--- src/rtl/jsl_pkg.sv ---
// Shared constants and types for the link SYNC request and initialization control
package jsl_pkg;

    // Synchronizer lanes: pin index inside the synchronized vector
    localparam int unsigned SYNC_W      = 3;
    localparam int unsigned IDX_SE      = 0;
    localparam int unsigned IDX_MARKER  = 1;
    localparam int unsigned IDX_SYSREF  = 2;

    // Idle levels after reset: requests are active low, reference idles low
    localparam logic [SYNC_W-1:0] SYNC_RST_VAL = 3'h3;
    localparam logic              REQ_IDLE_N   = 1'h1;

    typedef enum logic [1:0]
    {
        JSL_IDLE,
        JSL_CGS,
        JSL_ILAS,
        JSL_DATA
    } jsl_state_e;

    typedef struct packed
    {
        logic sync_source_select;
        logic marker_receiver_enable;
        logic timestamp_enable;
        logic mode_8b10b;
    } jsl_cfg_s;

    typedef struct packed
    {
        logic cgs_active;
        logic ilas_active;
        logic data_active;
    } jsl_status_s;

    localparam jsl_status_s STATUS_RST = 3'h0;

endpackage : jsl_pkg

--- src/rtl/jsl_link_init.sv ---
// Link SYNC request source selection and link initialization sequencing
//
// Notes on behaviour
// Single-ended SYNC request is active low; low means resynchronize.
// Single-ended input used only with source select 0 and 8b/10b mode.
// Selected request going low starts code group synchronization.
// Rising request after synchronization starts the initial lane alignment.
// Source select 1 takes the request from the differential marker pair.
// SYSREF is the timing reference for aligning the link.
// Differential pair as SYNC source is also active low.
// Differential pair usable only while its receiver enable is 1.
// Differential pair may serve as SYNC and timestamp marker at once.
// Selected request is synchronized, then edges detected, before acting.
`timescale 1ns/1ps
`default_nettype none

module jsl_link_init
    import jsl_pkg::*;
(
    input  wire logic  ref_clk,
    input  wire logic  rst_n,
    input  wire logic  single_ended_sync_request_n,
    input  wire logic  differential_marker_pair,
    input  wire logic  sysref,
    input  wire jsl_cfg_s cfg,
    input  wire logic  ilas_done,
    output jsl_status_s link_status,
    output logic       cgs_start,
    output logic       ilas_start,
    output logic       sysref_align,
    output logic       marker_event
);

    ////////////////////////////////////////////////////////////////////////
    // Pin synchronization

    logic [SYNC_W-1:0] sync_lvl;

    jsl_sync u_sync
    (
        .ref_clk  (ref_clk),
        .rst_n    (rst_n),
        .async_in ({sysref, differential_marker_pair, single_ended_sync_request_n}),
        .sync_out (sync_lvl)
    );

    ////////////////////////////////////////////////////////////////////////
    // Source selection

    logic sel_n_d;
    logic sel_n_q;
    logic req_fall;
    logic req_rise;

    // Disabled source reads as idle high, so a stale pin cannot start a link
    always_comb
    begin
        sel_n_d = REQ_IDLE_N;
        if (cfg.mode_8b10b)
        begin
            if (!cfg.sync_source_select)
                sel_n_d = sync_lvl[IDX_SE];
            else if (cfg.marker_receiver_enable)
                sel_n_d = sync_lvl[IDX_MARKER];
        end
    end

    always_ff @(posedge ref_clk or negedge rst_n)
    begin
        if (!rst_n)
            sel_n_q <= REQ_IDLE_N;
        else
            sel_n_q <= sel_n_d;
    end

    assign req_fall = sel_n_q && !sel_n_d;
    assign req_rise = !sel_n_q && sel_n_d;

    ////////////////////////////////////////////////////////////////////////
    // Link state

    jsl_state_e state_q;
    jsl_state_e state_d;

    always_comb
    begin
        state_d = state_q;
        case (state_q)
            JSL_IDLE:
                if (req_fall)
                    state_d = JSL_CGS;
            JSL_CGS:
                if (req_rise)
                    state_d = JSL_ILAS;
            JSL_ILAS:
                if (req_fall)
                    state_d = JSL_CGS;
                else if (ilas_done)
                    state_d = JSL_DATA;
            JSL_DATA:
                if (req_fall)
                    state_d = JSL_CGS;
            default:
                state_d = JSL_IDLE;
        endcase
        // Leaving 8b/10b mode drops the link whatever it was doing
        if (!cfg.mode_8b10b)
            state_d = JSL_IDLE;
    end

    always_ff @(posedge ref_clk or negedge rst_n)
    begin
        if (!rst_n)
            state_q <= JSL_IDLE;
        else
            state_q <= state_d;
    end

    always_ff @(posedge ref_clk or negedge rst_n)
    begin
        if (!rst_n)
            link_status <= STATUS_RST;
        else
        begin
            link_status.cgs_active  <= (state_d == JSL_CGS);
            link_status.ilas_active <= (state_d == JSL_ILAS);
            link_status.data_active <= (state_d == JSL_DATA);
        end
    end

    ////////////////////////////////////////////////////////////////////////
    // Start pulses

    always_ff @(posedge ref_clk or negedge rst_n)
    begin
        if (!rst_n)
        begin
            cgs_start  <= 1'h0;
            ilas_start <= 1'h0;
        end
        else
        begin
            cgs_start  <= req_fall && cfg.mode_8b10b;
            ilas_start <= req_rise && (state_q == JSL_CGS) && cfg.mode_8b10b;
        end
    end

    ////////////////////////////////////////////////////////////////////////
    // Reference and timestamp marker edges

    logic sysref_q;
    logic marker_q;

    always_ff @(posedge ref_clk or negedge rst_n)
    begin
        if (!rst_n)
        begin
            sysref_q     <= SYNC_RST_VAL[IDX_SYSREF];
            sysref_align <= 1'h0;
        end
        else
        begin
            sysref_q     <= sync_lvl[IDX_SYSREF];
            sysref_align <= sync_lvl[IDX_SYSREF] && !sysref_q;
        end
    end

    // Marker path runs regardless of source select, so the pair can serve as SYNC and timestamp marker at once
    always_ff @(posedge ref_clk or negedge rst_n)
    begin
        if (!rst_n)
        begin
            marker_q     <= SYNC_RST_VAL[IDX_MARKER];
            marker_event <= 1'h0;
        end
        else
        begin
            marker_q     <= sync_lvl[IDX_MARKER];
            marker_event <= sync_lvl[IDX_MARKER] && !marker_q
                            && cfg.timestamp_enable && cfg.marker_receiver_enable;
        end
    end
endmodule : jsl_link_init

`default_nettype wire

--- src/rtl/jsl_sync.sv ---
// Two-flop synchronizers for the asynchronous request, marker and reference pins
`timescale 1ns/1ps
`default_nettype none

module jsl_sync
    import jsl_pkg::*;
(
    input  wire logic              ref_clk,
    input  wire logic              rst_n,
    input  wire logic [SYNC_W-1:0] async_in,
    output logic      [SYNC_W-1:0] sync_out
);

    genvar g;

    generate
        for (g = 0; g < SYNC_W; g++)
        begin : g_bit
            logic meta_q;

            // First stage feeds only the second stage
            always_ff @(posedge ref_clk or negedge rst_n)
            begin
                if (!rst_n)
                begin
                    meta_q      <= SYNC_RST_VAL[g];
                    sync_out[g] <= SYNC_RST_VAL[g];
                end
                else
                begin
                    meta_q      <= async_in[g];
                    sync_out[g] <= meta_q;
                end
            end
        end
    endgenerate

endmodule : jsl_sync

`default_nettype wire
--- config.mk ---
export PLATFORM = sky130hd
export DESIGN_NAME = jsl_link_init
export DESIGN_NICKNAME = d
export VERILOG_FILES = /design/src/rtl/jsl_pkg.sv /design/src/rtl/jsl_link_init.sv /design/src/rtl/jsl_sync.sv
export SDC_FILE = /design/constraint.sdc
export NUM_CORES = 1
export LEC_CHECK = 0
export BUFFER_PORTS_ARGS = -buffer_cell sky130_fd_sc_hd__buf_4
export CAP_MARGIN = 20
export CORE_MARGIN = 3
export CORE_UTILIZATION = 48
export DETAILED_ROUTE_END_ITERATION = 10
export GPL_TIMING_DRIVEN = 0
export PLACE_DENSITY = 0.74
export SLEW_MARGIN = 20
export SYNTH_ARGS = -nofsm -noshare
export SYNTH_HDL_FRONTEND = slang
export SYNTH_SLANG_ARGS = --single-unit
export TNS_END_PERCENT = 1
--- constraint.sdc ---
create_clock -name ref_clk -period 2.08 [get_ports ref_clk]
set_input_delay 0 -clock ref_clk [delete_from_list [all_inputs] [get_ports ref_clk]]
set_output_delay 0 -clock ref_clk [all_outputs]
set_load 0.02 [all_outputs]
==> results of run 1 <==
## worst paths after layout
| path | to | slack, ps | depth (start not counted) |
|---|---|---|---|
| max | link_status[2] | 420 | 6 |
| min | marker_event | 10 | 2 |
| max reg2reg | link_status[2] | 420 | 6 |
| min reg2reg | u_sync.sync_out[2] | 350 | 0 |
| max in group asynchronous | marker_q | 1730 | 2 |
| min in group asynchronous | ilas_start | 90 | 2 |
## cells in the final DEF (no fill, tap or decap)
cell type                       synthesis  layout
sky130_fd_sc_hd__and2_1                 2       2
sky130_fd_sc_hd__o21bai_1               1       1
sky130_fd_sc_hd__a32oi_1                1       1
sky130_fd_sc_hd__a21oi_1                1       1
sky130_fd_sc_hd__dlygate4sd3_1          0       6
sky130_fd_sc_hd__dfrtp_1               12      12
sky130_fd_sc_hd__and3b_2                1       1
sky130_fd_sc_hd__o21ai_0                3       3
sky130_fd_sc_hd__nand2_1                3       3
sky130_fd_sc_hd__buf_4                  0      16
sky130_fd_sc_hd__clkbuf_1               0       1
sky130_fd_sc_hd__inv_1                  4       4
sky130_fd_sc_hd__o311ai_1               1       1
sky130_fd_sc_hd__nor2_1                 3       3
sky130_fd_sc_hd__clkbuf_4               0       3
sky130_fd_sc_hd__and3_1                 1       1
sky130_fd_sc_hd__ha_1                   3       3
sky130_fd_sc_hd__dfstp_2                6       6
sky130_fd_sc_hd__nor3_1                 1       1
sky130_fd_sc_hd__and4b_1                1       1
sky130_fd_sc_hd__nor2b_1                1       1
sky130_fd_sc_hd__or2_1                  1       1
sky130_fd_sc_hd__inv_2                  1       1
sky130_fd_sc_hd__a221o_1                1       1
sky130_fd_sc_hd__o31ai_1                1       1
## per-stage QoR
step	cells	power [W]
6_report	89	0.000642
5_1_grt	89	0.000673
4_1_cts	89	0.000652
3_5_place_dp	79	0.000466
3_3_place_gp	79	0.000461
2_1_floorplan	49	0.000425
## layout make-up
type                    count  area share (%)
multi-input cells          26            20.3
repair buffers             22            20.5
inverters                   5            2.13
well taps                  14            1.99
flip-flops and latches     18            52.1
clock buffers               4            2.99
## cell families (layout without fill, tap and decap cells)
logic type                 count (synthesis)  after routing  synth area share (%)
adders and majority gates                  3              3                  5.73
buffers and inverters                      5             31                  2.86
DFF                                       18             18                  69.8
and+or+nand+nor                           14             14                  12.0
AOI/OAI and AO/OA                          9              9                  9.54
## power by group through the flow
stage	Clock, W	Combinational, W	Sequential (W)
finish	0.000175	0.0000839	0.000383
global route	0.000194	0.0000944	0.000385
CTS	0.000184	0.0000849	0.000383
detailed placement	0	0.0000761	0.000390
global placement	0	0.0000728	0.000388
floorplan	0	0.0000310	0.000394
## metal layers
metal / share of wire, % / vias to the layer above
met5: 0 / -
met4: 1.4 / 0
met3: 6.9 / 2
met2: 53 / 18
met1: 39 / 225
li1: - / 220
## flip-flops by register name, indices dropped and copies added, names as in the netlist
signal               cells
link_status              3
u_sync.g_bit.meta_q      3
u_sync.sync_out          3
state_q                  2
cgs_start                1
ilas_start               1
marker_event             1
marker_q                 1
sel_n_q                  1
sysref_align             1
sysref_q                 1
## worst max-delay path, stage by stage (launching register included)
cell and delay, ps:
sky130_fd_sc_hd__dfrtp_1 460, sky130_fd_sc_hd__inv_1 70, sky130_fd_sc_hd__ha_1 300, sky130_fd_sc_hd__o21ai_0 140, sky130_fd_sc_hd__o21ai_0 100, sky130_fd_sc_hd__a32oi_1 350, sky130_fd_sc_hd__and2_1 180
==> out/summary.log, run 1 <==
qor: status.status complete, no violations
qor: synthesis.ys_warn_count 0
qor: cts.cts_hold_buf 6
qor: pwr.ir_worst_vdd 449 uV
qor: timing.timing.final.ws_setup 420 ps
qor: synthesis.syn_nets 62
qor: layout.flow.area_growth_from_synthesis 34.2%
qor: global_routing.grt_max_degree 19
qor: synthesis.synth-seq-cells 18
qor: synthesis.yosysMostFrequentCell sky130_fd_sc_hd__dfrtp_1
qor: cts.cts_buffers 3
qor: cts.worst_skew_pair.late_latency 290 ps
qor: critical_path.end_kind flop
qor: die.core-area 1190 sq um
qor: timing.final.hold.worst_slack 13.3 ps
qor: layout.layout-drive-gt1-share 36.0%
qor: global_routing.grt_remaining_overflow 0
qor: cts.clock_sink_count 18
qor: global_routing.grt_use_met3 3.39%
qor: job.cap_violations 0
qor: critical_path.arrival_time_of_the_worst_setup_path 1890 ps
qor: timing.grt_setup_unrepaired false
qor: critical_path.timing.critical_path.from_type flop
qor: global_routing.use_met1 15.2%
qor: pwr.power-per-cell-area 730 nW/um^2
qor: pwr.switching_share 23.7%
qor: critical_path.category_of_the_critical_setup_timing_path reg2reg
qor: global_routing.track_usage 14.8%
qor: synthesis.syn-cell-area 656 sq um
qor: place.placement.cell_area 793 sq um
qor: global_routing.use_met2 26.6%
qor: routing.detail_route.vias_per_cell 5.22
qor: timing.min_period_over_period 79.8%
qor: cts.number_of_setup_buffers_added_after_cts 0
qor: place.finalWeightedCongestion 0.716
qor: pwr.total_leakage_power 0.439 nW
qor: pwr.power_report.internal_total 0.000490 W
qor: timing.timing_worst_slew_pin_value 361 ps
qor: cts.clk_transition_reported_paths 100 ps
qor: place.numPortBuffers 16
qor: timing.finalHoldViolations 0
qor: timing.finalSetupViolations 0
qor: routing.detail_route.first_pass.iterations 4
qor: routing.detailedRoute.firstIterationViolations 1
qor: layout.design_area 880 sq um
qor: place.pre_cts_worst_setup_slack 446 ps
qor: cts.post_cts_resize_count 0
qor: routing.route.detailed.drc 0
qor: worst_hold_path.hp-start cfg[2]
qor: critical_path.worstReg2RegStart state_q[0]
qor: layout.final.fill_count 81
qor: routing.dr_total_vias 465
qor: critical_path.crit_fanout 5
qor: synthesis.yosys_top_cell_by_area sky130_fd_sc_hd__dfrtp_1
qor: synthesis.yosys.cell_types.count 21
qor: timing.setup-tns-final 0 ps
qor: synthesis.synth_enable_flop_cells 0
qor: global_routing.antenna_violations_before_repair 0
qor: critical_path.cp-startpoint state_q[0]
qor: timing.fin_skew 6.81 ps
qor: synthesis.post_synth.cell_area_avg 13.4 sq um
qor: global_routing.global_route.peak_usage_layer met2
qor: layout.final-seq-area 458 sq um
qor: die.floorplan.io_pins 17
qor: global_routing.global_route_wire_length_before_repair 2010 microns
qor: layout.finish.utilization 74.2%
qor: die.design.die.area 1850 sq um
qor: routing.ant_nets 0
qor: die.fp-row-count 12
qor: synthesis.asyncSetResetFlopFracSynth 100%
qor: synthesis.ys_seq_area_share 69.8%
qor: synthesis.synth_ff_type sky130_fd_sc_hd__dfrtp_1
qor: synthesis.postSynthCellCount 49
qor: cts.ctsHtreeMaxLevel 1
qor: layout.multi_input_combinational_cell_area 179 sq um
qor: pwr.comb_power_share 13.1%
qor: cts.cts_root_buf sky130_fd_sc_hd__clkbuf_4
qor: worst_hold_path.worstHoldPathType in2reg
qor: routing.drt_wl_total 1160 microns
qor: die.die_w 43.0 microns
qor: die.die_y 43.0 microns
qor: critical_path.required_time_worst_endpoint 2310 ps
qor: synthesis.synth_largest_type_area_fraction 45.8%
qor: cts.tritoncts built
qor: pwr.pwr-share-seq 59.7%
qor: layout.antennaDiodeCount 0
qor: timing.final.min_clock_period 1660 ps
qor: pwr.share_clk_of_total_power 27.2%
qor: place.dp_hpwl 872 microns
qor: routing.wire_per_inst 13.0 microns
qor: pwr.power.net_switching 0.000152 W
qor: layout.nNetsFinal 89
qor: synthesis.synth.top_cells.by_count sky130_fd_sc_hd__dfrtp_1, sky130_fd_sc_hd__dfstp_2, sky130_fd_sc_hd__inv_1
qor: synthesis.netlist_top_cells_area sky130_fd_sc_hd__dfrtp_1, sky130_fd_sc_hd__dfstp_2, sky130_fd_sc_hd__ha_1
qor: global_routing.grt_pass1_vias 510
qor: die.floorplan.initialDensity 55.3%
qor: timing.max_clock_freq 602 MHz
qor: timing.slew_headroom 76.0%
qor: cts.cts.path.max_buffers 2
qor: timing.maxSlewViolCount 0
(Power assumes the default switching activity.)
==> run 2, diff against run 1 <==
--- a/config.mk
+++ b/config.mk
@@ -7,11 +7,12 @@
 export LEC_CHECK = 0
 export BUFFER_PORTS_ARGS = -buffer_cell sky130_fd_sc_hd__buf_4
 export CAP_MARGIN = 20
+export CORE_ASPECT_RATIO = 1.1
 export CORE_MARGIN = 3
-export CORE_UTILIZATION = 48
+export CORE_UTILIZATION = 43
 export DETAILED_ROUTE_END_ITERATION = 10
 export GPL_TIMING_DRIVEN = 0
-export PLACE_DENSITY = 0.74
+export PLACE_DENSITY = 0.7
 export SLEW_MARGIN = 20
 export SYNTH_ARGS = -nofsm -noshare
 export SYNTH_HDL_FRONTEND = slang
==> constraint.sdc (replaced) <==
create_clock -name ref_clk -period 1.49 [get_ports ref_clk]
set_input_delay 0 -clock ref_clk [delete_from_list [all_inputs] [get_ports ref_clk]]
set_output_delay 0 -clock ref_clk [all_outputs]
set_load 0.02 [all_outputs]
==> run 2 against run 1 <==
The run now ends with negative setup slack left. Sequential share of layout area shrank 3.1 points. Critical endpoint unchanged. Critical path type unchanged. Maximum frequency up 9.0%. Combinational power grew 70%.
==> out/summary.log, run 2 (same netlist as run 1, synthesis figures left out) <==
qor: status.status complete, but fails checks [was complete, no violations]
qor: status.failed_checks negative setup slack
qor: timing.max_clock_freq 657 MHz [was 602 MHz]
qor: routing.detail_route.first_pass.iterations 4 [unchanged]
qor: die.design.die.area 2030 sq um [was 1850 sq um]
qor: layout.design_area 935 sq um [was 880 sq um]
qor: critical_path.required_time_worst_endpoint 1680 ps [was 2310 ps]
qor: layout.largest_registers link_status: 3 flops, u_sync.g_bit.meta_q: 3 flops, u_sync.sync_out: 3 flops [unchanged]
qor: layout.mostFrequentLayoutCells sky130_fd_sc_hd__buf_4, sky130_fd_sc_hd__dfrtp_1, sky130_fd_sc_hd__dlygate4sd3_1, sky130_fd_sc_hd__dfstp_2, sky130_fd_sc_hd__inv_1 [unchanged]
qor: layout.final-instance-count-excl-fill 94 [was 89]
qor: critical_path.end_kind flop [unchanged]
qor: pwr.total_leakage_power 0.464 nW [was 0.439 nW]
qor: die.die_y 47.0 microns [was 43.0 microns]
qor: layout.most_common_cell_after_layout_fill_and_taps_aside sky130_fd_sc_hd__buf_4 [unchanged]
qor: timing.timing_worst_slew_pin_value 274 ps [was 361 ps]
qor: critical_path.crit_fanout 4 [was 5]
qor: pwr.power_report.internal_total 0.000744 W [was 0.000490 W]
qor: pwr.switching_share 23.1% [was 23.7%]
qor: pwr.power.net_switching 0.000224 W [was 0.000152 W]
qor: layout.antennaDiodeCount 0 [unchanged]
qor: place.pre_cts_worst_setup_slack -158 ps [was 446 ps]
qor: place.numPortBuffers 16 [unchanged]
qor: global_routing.grt_pass1_vias 447 [was 510]
qor: critical_path.timing.critical_path.from_type flop [unchanged]
qor: routing.ant_nets 0 [unchanged]
qor: cts.tritoncts built [unchanged]
qor: global_routing.global_route_wire_length_before_repair 1910 microns [was 2010 microns]
qor: layout.flow.area_growth_from_synthesis 42.6% [was 34.2%]
qor: worst_hold_path.worstHoldPathType in2reg [unchanged]
qor: critical_path.arrival_time_of_the_worst_setup_path 1710 ps [was 1890 ps]
qor: pwr.ir_worst_vdd 632 uV [was 449 uV]
qor: routing.drt_wl_total 1160 microns [about the same]
qor: routing.route.detailed.drc 0 [unchanged]
qor: die.die_w 43.2 microns [was 43.0 microns]
qor: timing.final.min_clock_period 1520 ps [was 1660 ps]
qor: die.fp-row-count 14 [was 12]
qor: place.finalWeightedCongestion 0.690 [was 0.716]
qor: routing.dr_total_vias 471 [was 465]
qor: routing.detail_route.vias_per_cell 5.01 [was 5.22]
qor: cts.clk_transition_reported_paths 100 ps [about the same]
qor: timing.grt_setup_unrepaired true [was false]
qor: cts.clock_sink_count 18 [unchanged]
qor: routing.detailedRoute.firstIterationViolations 1 [unchanged]
qor: global_routing.antenna_violations_before_repair 0 [unchanged]
qor: timing.finalSetupViolations 1 [was 0]
qor: cts.cts_buffers 3 [unchanged]
qor: timing.finalHoldViolations 0 [unchanged]
qor: die.core-area 1400 sq um [was 1190 sq um]
qor: place.dp_hpwl 760 microns [was 872 microns]
qor: cts.cts.path.max_buffers 2 [unchanged]
qor: pwr.pwr-share-seq 54.8% [was 59.7%]
qor: timing.setup-tns-final -33.1 ps [was 0 ps]
qor: die.floorplan.initialDensity 46.8% [was 55.3%]
qor: cts.ctsHtreeMaxLevel 1 [unchanged]
qor: place.placement.cell_area 796 sq um [was 793 sq um]
qor: place.dp_cells 81 [was 79]
qor: pwr.comb_power_share 14.8% [was 13.1%]
qor: timing.fin_skew 4.25 ps [was 6.81 ps]
qor: routing.wire_per_inst 12.3 microns [was 13.0 microns]
qor: job.cap_violations 0 [unchanged]
qor: layout.finish.utilization 66.7% [was 74.2%]
qor: global_routing.grt_max_degree 19 [unchanged]
qor: timing.maxSlewViolCount 0 [unchanged]
qor: global_routing.track_usage 13.5% [was 14.8%]
qor: timing.timing.final.ws_setup -33.1 ps [was 420 ps]
qor: layout.layout-drive-gt1-share 44.9% [was 36.0%]
qor: layout.nNetsFinal 92 [was 89]
qor: die.floorplan.io_pins 17 [unchanged]
qor: critical_path.r2r_slack -30 ps [was 420 ps]
qor: pwr.share_clk_of_total_power 30.4% [was 27.2%]
qor: cts.worst_skew_pair.late_latency 290 ps [about the same]
qor: pwr.power-per-cell-area 1040 nW/um^2 [was 730 nW/um^2]
qor: cts.cts_root_buf sky130_fd_sc_hd__clkbuf_4 [unchanged]
qor: critical_path.category_of_the_critical_setup_timing_path reg2reg [unchanged]
qor: timing.min_period_over_period 102% [was 79.8%]
qor: timing.slew_headroom 81.8% [was 76.0%]
qor: global_routing.grt_remaining_overflow 0 [unchanged]
qor: layout.final.fill_count 103 [was 81]
## run 2: power by group through the flow
stage               sequential [W]  combinational, W  clock, W
CTS                       0.000530          0.000137  0.000302
global placement          0.000541          0.000103         0
global route              0.000534          0.000159  0.000319
floorplan                 0.000550         0.0000433         0
detailed placement        0.000542          0.000106         0
finish                    0.000530          0.000143  0.000294
## run 2: layout make-up
class	count	area (sq um)	area share (%)
clock buffers	4	36.3	3.88
inverters	5	18.8	2.01
multi-input cells	26	199	21.3
flip-flops and latches	18	458	49.0
well taps	16	20.0	2.14
repair buffers	25	203	21.7
## run 2: worst max-delay path: stages, from the launching register on
cell	delay [ps]
sky130_fd_sc_hd__dfstp_2	540
sky130_fd_sc_hd__and3b_2	230
sky130_fd_sc_hd__o311ai_2	250
sky130_fd_sc_hd__a221o_1	220
sky130_fd_sc_hd__inv_2	50
sky130_fd_sc_hd__and2_4	130
## run 2: per-layer routing
metal  wire length (microns)  global-route usage, %
met2                     589                   23.0
met3                      98                   4.98
met1                     451                   14.9
met5                       0                      0
met4                      18                   7.23
## run 2: metrics by stage
step | hold WS, ps | power (W)
after floorplan | -296 | 0.000593
after detailed placement | -124 | 0.000647
after CTS | 2.15 | 0.000968
after global routing | 35.5 | 0.00101
final | 33.1 | 0.000967
after global placement | -125 | 0.000644
## run 2: what timing repair did
| item | 4_1_cts | 5_1_grt |
|---|---|---|
| gates resized for setup | 3 | 4 |
| endpoints found under the setup margin | 4 | 5 |
| gates cloned | 0 | 0 |
| hold buffers | 6 | 0 |
| setup buffers | 3 | 0 |
| hold endpoints to repair | 25 | 0 |
| pin swaps | 3 | 2 |
## run 2: path summary, 6_finish.rpt
| check | startpoint | endpoint | depth (start not counted) |
|---|---|---|---|
| max | u_sync.sync_out[1] | link_status[2] | 5 |
| min | cfg[2] | marker_event | 2 |
| max reg2reg | u_sync.sync_out[1] | link_status[2] | 5 |
| min reg2reg | u_sync.g_bit[0].meta_q | u_sync.sync_out[0] | 0 |
| max in group asynchronous | rst_n | u_sync.g_bit[0].meta_q | 2 |
| min in group asynchronous | rst_n | sysref_align | 2 |
==> run 3, diff against run 2 <==
--- a/config.mk
+++ b/config.mk
@@ -12,7 +12,8 @@
 export CORE_UTILIZATION = 43
 export DETAILED_ROUTE_END_ITERATION = 10
 export GPL_TIMING_DRIVEN = 0
-export PLACE_DENSITY = 0.7
+export PLACE_DENSITY_LB_ADDON = 0.12
+export SETUP_SLACK_MARGIN = 0.5
 export SLEW_MARGIN = 20
 export SYNTH_ARGS = -nofsm -noshare
 export SYNTH_HDL_FRONTEND = slang
==> run 3 against run 2 <==
The flow still finishes with violations (negative setup slack). Sequential share of layout area fell by 1.9 points. Final cell count did not move. Via count fell by 5.5%. Worst hold slack improved by 1.8 ps. Clock skew fell by 3.2 ps. Maximum frequency fell by 0.94%. Sequential power rose by 1%. Total power rose by 1.4%. Global-route usage fell by 2.1 points.
==> out/summary.log, run 3 (same netlist as run 1, synthesis figures left out) <==
qor: place.dp_cells 81 [unchanged]
qor: critical_path.arrival_time_of_the_worst_setup_path 1720 ps [was 1710 ps]
qor: cts.worst_skew_pair.late_latency 280 ps [was 290 ps]
qor: routing.detail_route.first_pass.iterations 2 [was 4]
qor: timing.final.min_clock_period 1540 ps [was 1520 ps]
qor: timing.finalHoldViolations 0 [unchanged]
qor: timing.min_period_over_period 103% [was 102%]
qor: critical_path.critical-path-max-stage-delay 540 ps [about the same]
qor: die.floorplan.io_pins 17 [unchanged]
qor: die.die_y 47.0 microns [unchanged]
qor: cts.cts.path.max_buffers 2 [unchanged]
qor: layout.nNetsFinal 92 [unchanged]
qor: status.status complete, but fails checks [unchanged]
qor: cts.tritoncts built [unchanged]
qor: critical_path.r2r_cells 5 [unchanged]
qor: worst_hold_path.worstHoldPathType in2reg [unchanged]
qor: cts.clock_sink_count 18 [unchanged]
qor: critical_path.delay_heaviest_family_cp flip-flops [unchanged]
qor: critical_path.crit_path_cell_trace and3b_2, o311ai_4, a221o_1, inv_2, and2_1 [was and3b_2, o311ai_2, a221o_1, inv_2, and2_4]
qor: routing.route.detailed.drc 0 [unchanged]
qor: global_routing.track_usage 11.4% [was 13.5%]
qor: critical_path.end_kind flop [unchanged]
qor: global_routing.use_met1 13.9% [was 14.9%]
qor: critical_path.required_time_worst_endpoint 1680 ps [about the same]
qor: routing.drt_wl_total 1240 microns [was 1160 microns]
qor: job.cap_violations 0 [unchanged]
qor: timing.timing_worst_slew_pin_value 393 ps [was 274 ps]
qor: pwr.power-per-cell-area 1010 nW/um^2 [was 1040 nW/um^2]
qor: global_routing.global_route_wire_length_before_repair 1660 microns [was 1910 microns]
qor: routing.detailedRoute.firstIterationViolations 1 [unchanged]
qor: routing.dr_total_vias 445 [was 471]
qor: global_routing.grt_max_degree 19 [unchanged]
qor: timing.max_clock_freq 650 MHz [was 657 MHz]
qor: routing.wire_per_inst 13.2 microns [was 12.3 microns]
qor: cts.ctsHtreeMaxLevel 1 [unchanged]
qor: critical_path.regToRegEndpoint link_status[2] [unchanged]
qor: die.floorplan.initialDensity 46.8% [unchanged]
qor: critical_path.category_of_the_critical_setup_timing_path reg2reg [unchanged]
qor: global_routing.use_met2 19.5% [was 23.0%]
qor: worst_hold_path.min_path_cells 3 [was 2]
qor: place.numPortBuffers 16 [unchanged]
qor: cts.cts_buffers 3 [unchanged]
qor: global_routing.antenna_violations_before_repair 0 [unchanged]
qor: pwr.ir_worst_vdd 682 uV [was 632 uV]
qor: layout.finish.utilization 69.4% [was 66.7%]
qor: layout.design_area 972 sq um [was 935 sq um]
qor: routing.detail_route.vias_per_cell 4.73 [was 5.01]
qor: place.dp_hpwl 771 microns [was 760 microns]
qor: worst_hold_path.hp-start cfg[0] [was cfg[2]]
qor: layout.antennaDiodeCount 0 [unchanged]
qor: timing.grt_setup_unrepaired true [unchanged]
qor: die.die_w 43.2 microns [unchanged]
qor: layout.final-instance-count-excl-fill 94 [unchanged]
qor: layout.largest_registers link_status: 3 flops, u_sync.g_bit.meta_q: 3 flops, u_sync.sync_out: 3 flops [unchanged]
qor: pwr.total_leakage_power 0.464 nW [about the same]
qor: timing.final.hold.worst_slack 34.9 ps [was 33.1 ps]
qor: critical_path.worstReg2RegStart u_sync.sync_out[1] [unchanged]
qor: critical_path.r2r_slack -50 ps [was -30 ps]
qor: timing.maxSlewViolCount 0 [unchanged]
qor: layout.layout-drive-gt1-share 47.4% [was 44.9%]
qor: place.finalWeightedCongestion 0.717 [was 0.690]
qor: timing.finalSetupViolations 1 [unchanged]
qor: routing.ant_nets 0 [unchanged]
qor: timing.slew_headroom 73.7% [was 81.8%]
qor: layout.mostFrequentLayoutCells sky130_fd_sc_hd__buf_4, sky130_fd_sc_hd__dfrtp_1, sky130_fd_sc_hd__dlygate4sd3_1 [was sky130_fd_sc_hd__buf_4, sky130_fd_sc_hd__dfrtp_1, sky130_fd_sc_hd__dlygate4sd3_1, sky130_fd_sc_hd__dfstp_2, sky130_fd_sc_hd__inv_1]
qor: global_routing.grt_remaining_overflow 0 [unchanged]
qor: global_routing.global_route.peak_usage_layer met2 [unchanged]
qor: worst_hold_path.whs_endpoint state_q[1] [was marker_event]
qor: die.core-area 1400 sq um [unchanged]
qor: status.failed_checks negative setup slack [unchanged]
qor: timing.fin_skew 1.08 ps [was 4.25 ps]
qor: place.placement.cell_area 796 sq um [unchanged]
qor: die.fp-row-count 14 [unchanged]
qor: global_routing.grt_pass1_vias 399 [was 447]
qor: timing.timing.final.ws_setup -47.5 ps [was -33.1 ps]
qor: critical_path.slowest_stage sky130_fd_sc_hd__dfstp_2 [unchanged]
qor: die.design.die.area 2030 sq um [unchanged]
qor: critical_path.crit_fanout 4 [unchanged]
qor: critical_path.timing.critical_path.from_type flop [unchanged]
qor: global_routing.grt_use_met3 3.83% [was 4.98%]
qor: layout.most_common_cell_after_layout_fill_and_taps_aside sky130_fd_sc_hd__buf_4 [unchanged]
qor: cts.clk_transition_reported_paths 100 ps [about the same]
qor: place.pre_cts_worst_setup_slack -114 ps [was -158 ps]
qor: critical_path.critical_path_buf_inv_count 1 [unchanged]
qor: layout.flow.area_growth_from_synthesis 48.3% [was 42.6%]
qor: cts.cts_root_buf sky130_fd_sc_hd__clkbuf_4 [unchanged]
-- run 3: worst max-delay path by stage --
| stage | startpoint | end | depth (start not counted) |
|---|---|---|---|
| 2_1_floorplan | u_sync.sync_out[1] | link_status[2] | 5 |
| 3_3_place_gp | state_q[0] | link_status[2] | 6 |
| 3_5_place_dp | state_q[0] | link_status[2] | 6 |
| 4_1_cts | u_sync.sync_out[1] | link_status[2] | 5 |
| 5_1_grt | u_sync.sync_out[1] | link_status[2] | 5 |
| 6_report | u_sync.sync_out[1] | link_status[2] | 5 |
-- run 3: power breakdown --
part | switching (W) | leakage (nW) | internal (W)
sequential | 0.0000168 | 0.221 | 0.000520
combinational | 0.0000713 | 0.222 | 0.0000774
clock | 0.000146 | 0.0210 | 0.000149
total | 0.000234 | 0.464 | 0.000746
-- run 3: cell type report --
| cell class | instances | area, sq um |
|---|---|---|
| multi-input cells | 26 | 234 |
| well taps | 16 | 20.0 |
| clock buffers | 4 | 36.3 |
| inverters | 5 | 18.8 |
| fillers | 105 | 429 |
| repair buffers | 25 | 205 |
| flip-flops and latches | 18 | 458 |
-- run 3: metrics by stage --
step,total power [W],setup TNS (ps)
final,0.000980,-47.5
after global routing,0.00103,-149
after CTS,0.000977,-8.25
after detailed placement,0.000648,-331
after global placement,0.000646,-333
after floorplan,0.000593,0
-- run 3: layer usage --
metal	up-vias	share of wire [%]
met5	-	0
met3	0	4.8
met1	207	42
met2	11	53
met4	0	0
li1	227	-
-- run 3: tightest hold or removal path, cell delays in order --
cell	delay, ps
sky130_fd_sc_hd__buf_4	100
sky130_fd_sc_hd__a32oi_2	130
sky130_fd_sc_hd__inv_1	50
-- run 3: what timing repair did --
item / CTS / global route
pin swaps: 9 / 2
resized for setup: 9 / 3
endpoints found under the hold margin: 25 / 0
cloned: 0 / 0
setup endpoints to repair: 8 / 8
hold buffers: 7 / 0
buffers inserted: 2 / 0
